--- config.mk ---
export PLATFORM = sky130hd
export DESIGN_NAME = logic_cell
export DESIGN_NICKNAME = d
export VERILOG_FILES = /design/src/cell_pkg.sv /design/src/logic_cell.sv
export SDC_FILE = /design/constraint.sdc
export NUM_CORES = 1
export LEC_CHECK = 0
export ABC_AREA = 1
export BUFFER_PORTS_ARGS = -buffer_cell sky130_fd_sc_hd__buf_2
export CAP_MARGIN = 20
export CORE_MARGIN = 4
export CORE_UTILIZATION = 40
export DETAILED_ROUTE_END_ITERATION = 6
export MAX_ROUTING_LAYER = met4
export PLACE_DENSITY = 0.8
export SLEW_MARGIN = 20
export SYNTH_ARGS = -nofsm -noshare
export SYNTH_HDL_FRONTEND = slang
export SYNTH_SLANG_ARGS = --single-unit
--- constraint.sdc ---
create_clock -name clk_i -period 1.7 [get_ports clk_i]
set_input_delay 0.17 -clock clk_i [delete_from_list [all_inputs] [get_ports clk_i]]
set_output_delay 0.17 -clock clk_i [all_outputs]
set_load 0.02 [all_outputs]
--- src/cell_pkg.sv ---
package cell_pkg;

    localparam int NUM_DEDICATED = 6;
    localparam int SRC_W = 3;
    // Source codes 0..5 pick a dedicated input, this one picks local logic
    localparam logic [2:0] SRC_LOCAL = 3'h7;
    localparam logic STORED_RESET = 1'h0;
    localparam logic [5:0] DED_RESET = 6'h00;

    typedef enum logic [1:0] {
        OP_NORMAL,
        OP_ARITH,
        OP_UPDOWN,
        OP_CLEARABLE
    } op_mode_type;

    typedef enum logic [2:0] {
        CP_CLEAR,
        CP_PRESET,
        CP_CLEAR_PRESET,
        CP_LOAD_CLEAR,
        CP_LOAD_PRESET,
        CP_LOAD_ONLY
    } cp_mode_type;

    typedef struct packed {
        op_mode_type op_mode;
        cp_mode_type cp_mode;
        logic preset_by_invert;
        logic chip_reset_en;
        logic [15:0] normal_lut;
        logic [7:0] data_lut;
        logic [7:0] carry_lut;
        logic [2:0] clk_en_src;
        logic [2:0] ctrl_one_src;
        logic [2:0] ctrl_two_src;
    } cell_cfg_type;

    typedef struct packed {
        logic [3:0] data;
        logic clk_en;
        logic cnt_en;
        logic up_dn;
        logic load_sel;
        logic load_val;
        logic sync_clear;
        logic carry_in;
        logic cascade_in;
    } cell_in_type;

    typedef struct packed {
        logic block_control_line_one;
        logic block_control_line_two;
        logic async_load_data_input;
    } cell_ctrl_type;

endpackage

--- src/logic_cell.sv ---
`timescale 1ns/10ps
// Overview of operation
// [RULE_01] Arithmetic: sum and carry 3-input lookups
// [RULE_02] Arithmetic keeps cascade output beside carry
// [RULE_03] Up/down counter: enables, direction, load
// [RULE_04] Counter lookups from inputs, carry, feedback
// [RULE_05] Load selector in front of register
// [RULE_06] Async load via clear/preset, no lookup
// [RULE_07] Clearable counter: sync clear replaces direction
// [RULE_08] Selector output ANDed with sync clear
// [RULE_09] Emulated bus: contention low, idle high
// [RULE_10] Clear/preset active low, unused held high
// [RULE_11] Exactly one of six clear/preset modes
// [RULE_12] Chip reset overrides all other controls
// [RULE_13] Inverted-storage preset registers reset to one
// [RULE_14] Clear mode: either line clears
// [RULE_15] Preset by loading one or inversion
// [RULE_16] Line one presets, line two clears
// [RULE_17] Line one copies load data in
// [RULE_18] Load-with-clear drives both paths, two clears
// [RULE_19] Load-with-preset stores inverted, data inverted
// [RULE_20] Load-only: line one alone loads
// [RULE_21] Six dedicated inputs as controls or data
// [RULE_22] Synchronous clock enable in every mode
// [RULE_23] Capture next state on rising edge
module logic_cell #(
    parameter int TRI_DRIVERS = 4
) (
    // Clock and reset
    input wire logic clk_i,
    input wire logic rst_n_i,
    // Configuration
    input wire cell_pkg::cell_cfg_type cfg_i,
    // Local interconnect and chain inputs
    input wire cell_pkg::cell_in_type cell_i,
    input wire cell_pkg::cell_ctrl_type ctrl_i,
    // Pins: chip-wide reset and dedicated inputs
    input wire logic chip_reset_i,
    input wire logic [cell_pkg::NUM_DEDICATED-1:0] dedicated_i,
    // Emulated internal bus drivers
    input wire logic [TRI_DRIVERS-1:0] tri_data_i,
    input wire logic [TRI_DRIVERS-1:0] tri_oe_i,
    // Outputs
    output logic q_o,
    output logic lut_o,
    output logic carry_o,
    output logic cascade_o,
    output logic tri_bus_o,
    output logic [cell_pkg::NUM_DEDICATED-1:0] dedicated_data_o
);

    typedef struct packed {
        logic [cell_pkg::NUM_DEDICATED-1:0] ded_meta;
        logic [cell_pkg::NUM_DEDICATED-1:0] ded_sync;
        logic rst_meta;
        logic rst_sync;
        logic stored;
        logic q;
        logic tri_bus;
    } state_type;

    state_type state_ff;
    state_type nxt_state;

    if (TRI_DRIVERS < 1)
    begin : g_bad_drivers
        $error("TRI_DRIVERS must be at least 1");
    end

    function automatic logic lut3(input logic [7:0] mask, input logic [2:0] idx);
        lut3 = mask[idx];
    endfunction

    function automatic logic pick(input logic [2:0] src, input logic local_val,
                                  input logic [cell_pkg::NUM_DEDICATED-1:0] ded);
        if (src < 3'(cell_pkg::NUM_DEDICATED))
        begin
            pick = ded[src];
        end
        else
        begin
            pick = local_val;
        end
    endfunction

    logic clk_en;
    logic line_one;
    logic line_two;
    logic [2:0] cnt_idx;
    logic cnt_bit;
    logic sel_bit;
    logic d_bit;
    logic inv;
    logic load_data;
    logic clr_n;
    logic pre_n;
    logic chip_rst;
    logic [$clog2(TRI_DRIVERS+1)-1:0] oe_count;

    always_comb
    begin
        nxt_state = state_ff;
        // Pins go through two flops before use
        nxt_state.ded_meta = dedicated_i;
        nxt_state.ded_sync = state_ff.ded_meta;
        nxt_state.rst_meta = chip_reset_i;
        nxt_state.rst_sync = state_ff.rst_meta;

        // [RULE_21] dedicated control sources
        clk_en = pick(cfg_i.clk_en_src, cell_i.clk_en, state_ff.ded_sync);
        line_one = pick(cfg_i.ctrl_one_src, ctrl_i.block_control_line_one,
                        state_ff.ded_sync);
        line_two = pick(cfg_i.ctrl_two_src, ctrl_i.block_control_line_two,
                        state_ff.ded_sync);

        lut_o = cfg_i.normal_lut[cell_i.data];
        carry_o = 1'h0;
        cascade_o = lut_o & cell_i.cascade_in;
        d_bit = lut_o;
        cnt_bit = 1'h0;
        sel_bit = 1'h0;
        cnt_idx = {cell_i.up_dn, state_ff.q, cell_i.carry_in & cell_i.cnt_en};
        unique case (cfg_i.op_mode)
            cell_pkg::OP_NORMAL:
            begin
                d_bit = lut_o;
            end
            cell_pkg::OP_ARITH:
            begin
                // [RULE_01] sum and carry lookups
                lut_o = lut3(cfg_i.data_lut, {cell_i.carry_in, cell_i.data[1:0]});
                carry_o = lut3(cfg_i.carry_lut, {cell_i.carry_in, cell_i.data[1:0]});
                // [RULE_02] cascade alongside carry
                cascade_o = lut_o & cell_i.cascade_in;
                d_bit = lut_o;
            end
            cell_pkg::OP_UPDOWN:
            begin
                // [RULE_03] direction and count enable
                // [RULE_04] count and carry lookups
                cnt_bit = lut3(cfg_i.data_lut, cnt_idx);
                carry_o = lut3(cfg_i.carry_lut, cnt_idx);
                lut_o = cnt_bit;
                cascade_o = cnt_bit & cell_i.cascade_in;
                // [RULE_05] synchronous load selector
                d_bit = cell_i.load_sel ? cell_i.load_val : cnt_bit;
            end
            cell_pkg::OP_CLEARABLE:
            begin
                // [RULE_07] clear replaces direction, up_dn unused
                cnt_idx = {cell_i.cnt_en, state_ff.q, cell_i.carry_in};
                cnt_bit = lut3(cfg_i.data_lut, cnt_idx);
                carry_o = lut3(cfg_i.carry_lut, cnt_idx);
                lut_o = cnt_bit;
                cascade_o = 1'h0;
                sel_bit = cell_i.load_sel ? cell_i.load_val : cnt_bit;
                // [RULE_08] clear gates selector output
                d_bit = sel_bit & ~cell_i.sync_clear;
            end
        endcase

        // [RULE_19] inverted storage when preset uses clear
        inv = (cfg_i.cp_mode == cell_pkg::CP_LOAD_PRESET) ||
              (cfg_i.cp_mode == cell_pkg::CP_PRESET && cfg_i.preset_by_invert);
        load_data = inv ? ~ctrl_i.async_load_data_input
                        : ctrl_i.async_load_data_input;

        // [RULE_10] unused clear/preset held high
        clr_n = 1'h1;
        pre_n = 1'h1;
        // [RULE_11] one of six modes
        // [RULE_06] async load without lookups
        unique case (cfg_i.cp_mode)
            cell_pkg::CP_CLEAR:
            begin
                // [RULE_14] either line clears
                clr_n = ~(line_one | line_two);
            end
            cell_pkg::CP_PRESET:
            begin
                // [RULE_15] load one or inverted clear
                if (cfg_i.preset_by_invert)
                begin
                    clr_n = ~line_one;
                end
                else
                begin
                    pre_n = ~line_one;
                end
            end
            cell_pkg::CP_CLEAR_PRESET:
            begin
                // [RULE_16] one presets, two clears
                pre_n = ~line_one;
                clr_n = ~line_two;
            end
            cell_pkg::CP_LOAD_CLEAR, cell_pkg::CP_LOAD_PRESET:
            begin
                // [RULE_17] load data copied in
                // [RULE_18] line two only on clear path
                pre_n = ~(line_one & load_data);
                clr_n = ~((line_one & ~load_data) | line_two);
            end
            cell_pkg::CP_LOAD_ONLY:
            begin
                // [RULE_20] line one alone loads
                pre_n = ~(line_one & load_data);
                clr_n = ~(line_one & ~load_data);
            end
            default:
            begin
                clr_n = 1'h1;
                pre_n = 1'h1;
            end
        endcase

        chip_rst = cfg_i.chip_reset_en & state_ff.rst_sync;
        // [RULE_12] chip reset wins over everything
        if (chip_rst)
        begin
            // [RULE_13] inverted storage reads back as one
            nxt_state.stored = 1'h0;
        end
        else if (!clr_n)
        begin
            // Clear wins if both paths are low
            nxt_state.stored = 1'h0;
        end
        else if (!pre_n)
        begin
            nxt_state.stored = 1'h1;
        end
        // [RULE_22] synchronous clock enable
        else if (clk_en)
        begin
            // [RULE_23] capture selected next state
            nxt_state.stored = inv ? ~d_bit : d_bit;
        end
        nxt_state.q = nxt_state.stored ^ inv;

        // [RULE_09] contention low, idle high
        oe_count = '0;
        nxt_state.tri_bus = 1'h1;
        for (int i = 0; i < TRI_DRIVERS; i++)
        begin
            if (tri_oe_i[i])
            begin
                oe_count = oe_count + 1'b1;
                nxt_state.tri_bus = tri_data_i[i];
            end
        end
        if (oe_count > 1)
        begin
            nxt_state.tri_bus = 1'h0;
        end
    end

    always_ff @(posedge clk_i or negedge rst_n_i)
    begin
        if (!rst_n_i)
        begin
            state_ff <= '{ded_meta: cell_pkg::DED_RESET, ded_sync: cell_pkg::DED_RESET,
                          rst_meta: 1'h0, rst_sync: 1'h0,
                          stored: cell_pkg::STORED_RESET, q: 1'h0, tri_bus: 1'h1};
        end
        else
        begin
            state_ff <= nxt_state;
        end
    end

    assign q_o = state_ff.q;
    assign tri_bus_o = state_ff.tri_bus;
    assign dedicated_data_o = state_ff.ded_sync;

endmodule

# [Word-level counts from Yosys, hierarchy flattened]
# Cells that the tools add are included.
# W data, S select, Z words.
[totals] register_bits=17 output_inout_bits=11 elab_cells=104
[classes] add_sub_neg=3 magnitude_cmp=11 n_eq_ne=8 mux=48 n_bitwise=21 n_reduce_logical=6
[ops] operator="$mux W1" n=29
[ops] operator="$bmux W1 S3" n=9
[ops] operator="$lt A3 B4 Y1 const B" n=6
[ops] operator="$pmux W1 S3" n=4
[ops] operator="$not A1 Y1" n=10
[ops] operator="$add A3 B1 Y3 const B" n=3
[ops] operator="$lt A3 B3 Y1 const B" n=3
[ops] operator="$mux W3" n=3
[ops] operator="$and A1 B1 Y1" n=8
[ops] operator="$eq A3 B2 Y1 const B" n=2
[ops] operator="$eq A3 B3 Y1 const B" n=2
[ops] operator="$lt A4 B5 Y1 const B" n=1
[ops] operator="$pmux W1 S5" n=1
[ops] operator="$bmux W1 S4" n=1
[ops] operator="$eq A2 B2 Y1 const B" n=2
[ops] operator="$pmux W1 S4" n=1
[ops] operator="$eq A3 B1 Y1 const B" n=1
[ops] operator="$gt A3 B1 Y1 const B" n=1
[ops] operator="$logic_not A3 Y1" n=1
[ops] operator="$reduce_or A3 Y1" n=1
[ops] operator="$eq A2 B1 Y1 const B" n=1
[ops] operator="$logic_not A2 Y1" n=1
[ops] operator="$or A1 B1 Y1" n=2
[ops] operator="$reduce_or A2 Y1" n=1
[ops] operator="3 further kinds" n=3

# [Depth between registers and ports, before layout]
[depth] ltp_word=12 depth_mapped=16 ltp_nobuf=15

# [Least setup slack after synthesis]
# No wires, ideal clock.
[synth_path] kind="register -> output" startpoint="register state_ff (netlist bit q_o)" endpoint="output port cascade_o" t_arrival_ps=1501 required_ps=1530 slack_ps=29 path_stages_with_launch=7 path_buffers=1 cell_sequence="dfrtp_1 > buf_2 > nand3_1 > nand3_1 > nand2_1 > nand2_1 > a311oi_1"
[synth_between] elab_chain_cells=4
[synth_lines] element="from (decl)" line="logic_cell.sv:62" text="state_type state_ff;"
[synth_lines] element="from (signal assigned)" line="logic_cell.sv:262" text="state_ff <= '{ded_meta: cell_pkg::DED_RESET, ded_sync: cell_pkg::DED_RESET,"
[synth_lines] element="from (signal assigned)" line="logic_cell.sv:268" text="state_ff <= nxt_state;"
[synth_lines] element="$bmux W1 S3" line="logic_cell.sv:71" text="lut3 = mask[idx];"
[synth_lines] element="$mux W1 (not written as such)" line="logic_cell.sv:71"
[synth_lines] element="$and A1 B1 Y1" line="logic_cell.sv:144" text="cascade_o = cnt_bit & cell_i.cascade_in;"
[synth_lines] element="$pmux W1 S3" line="logic_cell.sv:123" text="unique case (cfg_i.op_mode)"
[synth_lines] element="to (decl)" line="logic_cell.sv:47" text="output logic cascade_o,"
# Every way passes these cells. The select of a mux whose other input is x is not followed.

# [Worst setup path after layout]
[layout_path] startpoint="register state_ff (netlist bit q_o)" endpoint="output port carry_o"
[layout_between] elab_chain_cells=3
[layout_lines] element="$bmux W1 S3" line="logic_cell.sv:71"
[layout_lines] element="$mux W1 (not written as such)" line="logic_cell.sv:71"
[layout_lines] element="$pmux W1 S3 *" line="logic_cell.sv:123"
[layout_lines] element="to (decl)" line="logic_cell.sv:46" text="output logic carry_o,"
# Mark *: on every way between the ends. The rest lies on a longest branch, timed or not. The select of a mux whose other input is x is not followed.

==> results.md <==
* First-pass GRT wire length at 8.217 mm
* Syn. warnings at 0
* DRT iter0 DRCs at about 110
* Starting density of the core at around two fifths
* Asr flop ratio synth at 100.0%
* Die Height at 74.84 um
* Overflow after GRT at 0
* Net count, final at ~480
* Data required, critical path at 1.53 ns
* Maximum clock rate at just under 600 MHz
* Die Span X at about 75 um
* VDD IR max at ~0.54 mV
* Worst R2R End: q_o
* Core ar. at approximately 4300 um^2
* Pre-antenna DRT Iters at 4
* CTS Buffer Depth at 2
* HP Class: in -> reg
* CP max stage cell: dfrtp_2
* Critical path origin: q_o
* Power share of the sequential group at between 30% and 40%
* Worst reg2reg setup slack at ~0.08 ns
* Drt drc at 0
* Worst setup EP type: output port
* Vias per cell at approximately 5.1
* # diodes at 0
* Reg-to-Reg Start: q_o
* Final WL at between 5 and 6 mm
* Static leakage at between 1 and 1.5 nW
* Post-synth top cells: 85 x nand2_1, 53 x nand3_1, 42 x inv_1, 22 x o21ai_0, 17 x a21oi_1
* Largest net degree at the start of global routing at 21
* Number of core rows at 24
* Clock tree sinks at 17
* Input/output buffers at 90
* Distinct cell type count after synthesis at 27
* Worst path bufs/invs at 2
* Synthesized area at about 1800 um^2
* Most used cell, CP: nand3_1
* P_sw at between 500 and 600 uW
* Post-synthesis net count at roughly 380
* Worst path max stage delay at about 0.45 ns
* Setup WS pre-CTS at approximately 0.016 ns
* CTS clk-pin slew, worst paths at 0.07 ns
* Fin Clk Skew at between 0.005 and 0.006 ns
* DIE AREA at between 5000 and 6000 um^2
* Period utilization at 101.9%
* Ports at approximately 90
* WHS Endpoint: nxt_state[8]
* Yosys top cell area share at between 20% and 30%
* Vias at around 2,200
* CTS tree: built
* Root Buffer: clkbuf_8
* Slew Limit Fails at 0
* Register area share after synthesis at a little under a quarter
* Max-cap viol count at 0
* CP Data Arrival Time at between 1.5 and 2 ns
* Placed Cells at 431
* Vias in the first global route at 2,064
* Detailed placer's ending HPWL at between 4 and 5 mm
* Setup ws final at -0.03203 ns
* Placed Area at around 2300 um^2
* Total track usage at around a fifth
* Gate power share at a little under half
* Most frequent cell after synthesis: nand2_1
* Final instance area at roughly 2500 um^2
* Worst Path Max Fanout at 5
* Hold Crit Depth at 1
* Switching Fraction at a little under two fifths
* Crit-path leading delay family: flip-flops
* Violated checks: setup timing
* RSZ-0062 raised after global routing: true
* Post-DRT Antenna Nets at 0
* Final TNS setup at -0.04925 ns
* Synth Flop Type: dfrtp_1
* Clock power share at 21.2%
* Mean Syn Cell Area at between 6 and 7 um^2
* #FFs+latches synth at 17
* Status: complete, but fails checks
* Antenna violations before repair at 0
* Latest clock arrival within the worst-skew pair at between 0.2 and 0.3 ns
* Pwr Density at between 500 and 600 nW/um^2
* Minimum clock period after layout at roughly 1.7 ns
* CTS H-Tree Depth at 1
* Mapped Cells at roughly 300
* Post-synth EDFFs at 0
* Num CTS Buffers at 3
* CP cell instances: buf_6 -> a21oi_2 -> o21ai_1 -> nand3_1 -> nand3_1 -> a31oi_1 -> buf_4
* Worst setup path class: reg -> out
* Hold Vio Cnt, Final at 0
* Hold Startpoint: dedicated_i[3]
* Synth-to-layout area growth at 39.08%
* Pint at 907.9 uW
* Ranking of synthesized cells by area: dfrtp_1 22%, nand2_1 18%, nand3_1 15%, inv_1 8.8%, o21ai_0 6.2%
* Post-synth top area cell: dfrtp_1
* WL/cell at about 12 um
* Final RePlAce weighted congestion at 0.9658
* Layout cells sized above 1 at between 30% and 40%
* Max_slew headroom at roughly three quarters
* Startpoint Class: flop
* Final setup vio count at 2
* Worst R2R Path Depth at 15
* Worst-margin pin slew at about 0.38 ns
* Finished Layout Cells at about 440
* Fin util at about 57%
[how the worst max path moves through the flow]
stage	to	slack, ns	cells past startpoint
5_1_grt	cascade_o	-0.09	7
3_5_place_dp	q_o	0.02	15
6_report	carry_o	-0.03	7
2_1_floorplan	cascade_o	0.03	6
4_1_cts	cascade_o	-0.08	7
3_3_place_gp	q_o	0.06	15
[through the flow]
stage,power [mW],hold slack [ns]
3_3_place_gp,1.011,0.1014
5_1_grt,1.546,0.006693
2_1_floorplan,0.8118,-0.1256
6_report,1.448,0.01129
4_1_cts,1.420,0.009303
3_5_place_dp,1.023,0.1111
[placed cells by master (no fill, tap or decap), types with 11 or more instances in the layout]
cell / netlist / routed
a21oi_1: 17 / 14
buf_2: 6 / 87
dfrtp_1: 16 / 15
inv_1: 42 / 41
nand2_1: 85 / 81
nand3_1: 53 / 42
nand3_2: 0 / 11
nor2_1: 13 / 13
o21ai_0: 22 / 14
[power by group through the flow]
stage | registers, mW | clock network (mW) | logic (mW)
after floorplan | 0.467 | 0 | 0.345
after global placement | 0.457 | 0 | 0.554
after detailed placement | 0.458 | 0 | 0.565
after CTS | 0.453 | 0.312 | 0.654
after global routing | 0.460 | 0.325 | 0.760
final | 0.457 | 0.306 | 0.684
[cells by family (layout without fill, tap and decap cells)]
logic type	Yosys count	in the layout	share of synthesized area, %
compound gates	52	52	16.60
flops	17	17	23.88
simple gates	159	159	38.24
buf+inv	58	151	14.50
fa+ha+maj	7	7	4.902
xor+xnor	3	3	1.891
[area by class of cell]
| class | instances | area [um^2] |
|---|---|---|
| tap | 52 | 65.06 |
| timing repair buffer | 103 | 589.3 |
| sequential | 17 | 427.9 |
| multi-input combinational | 221 | 1189 |
| inverter | 44 | 167.7 |
| fill | 423 | 1839 |
| clock buffer | 3 | 41.29 |
| clock inverter | 1 | 5.005 |
[flip-flops by register name, summed over array words and instances, names as in the netlist]
signal and cells:
nxt_state 7, dedicated_data_o 6, state_ff 2, q_o 1, tri_bus_o 1
[routing by layer]
layer	vias up	wire length, um	global-route usage [%]
met3	11	489	1.869
met4	0	92	4.941
met2	106	2452	33.75
li1	1147	-	-
met1	972	2166	22.12
met5	-	0	-
[timing repair]
action	4_1_cts	5_1_grt
hold buffers	1	0
pin swaps	10	7
buffers inserted	4	0
resized for setup	22	18
hold endpoints to repair	16	0
endpoints found under the setup margin	3	5
gates cloned	1	0
Note: power is estimated with default switching activity, not from simulation.
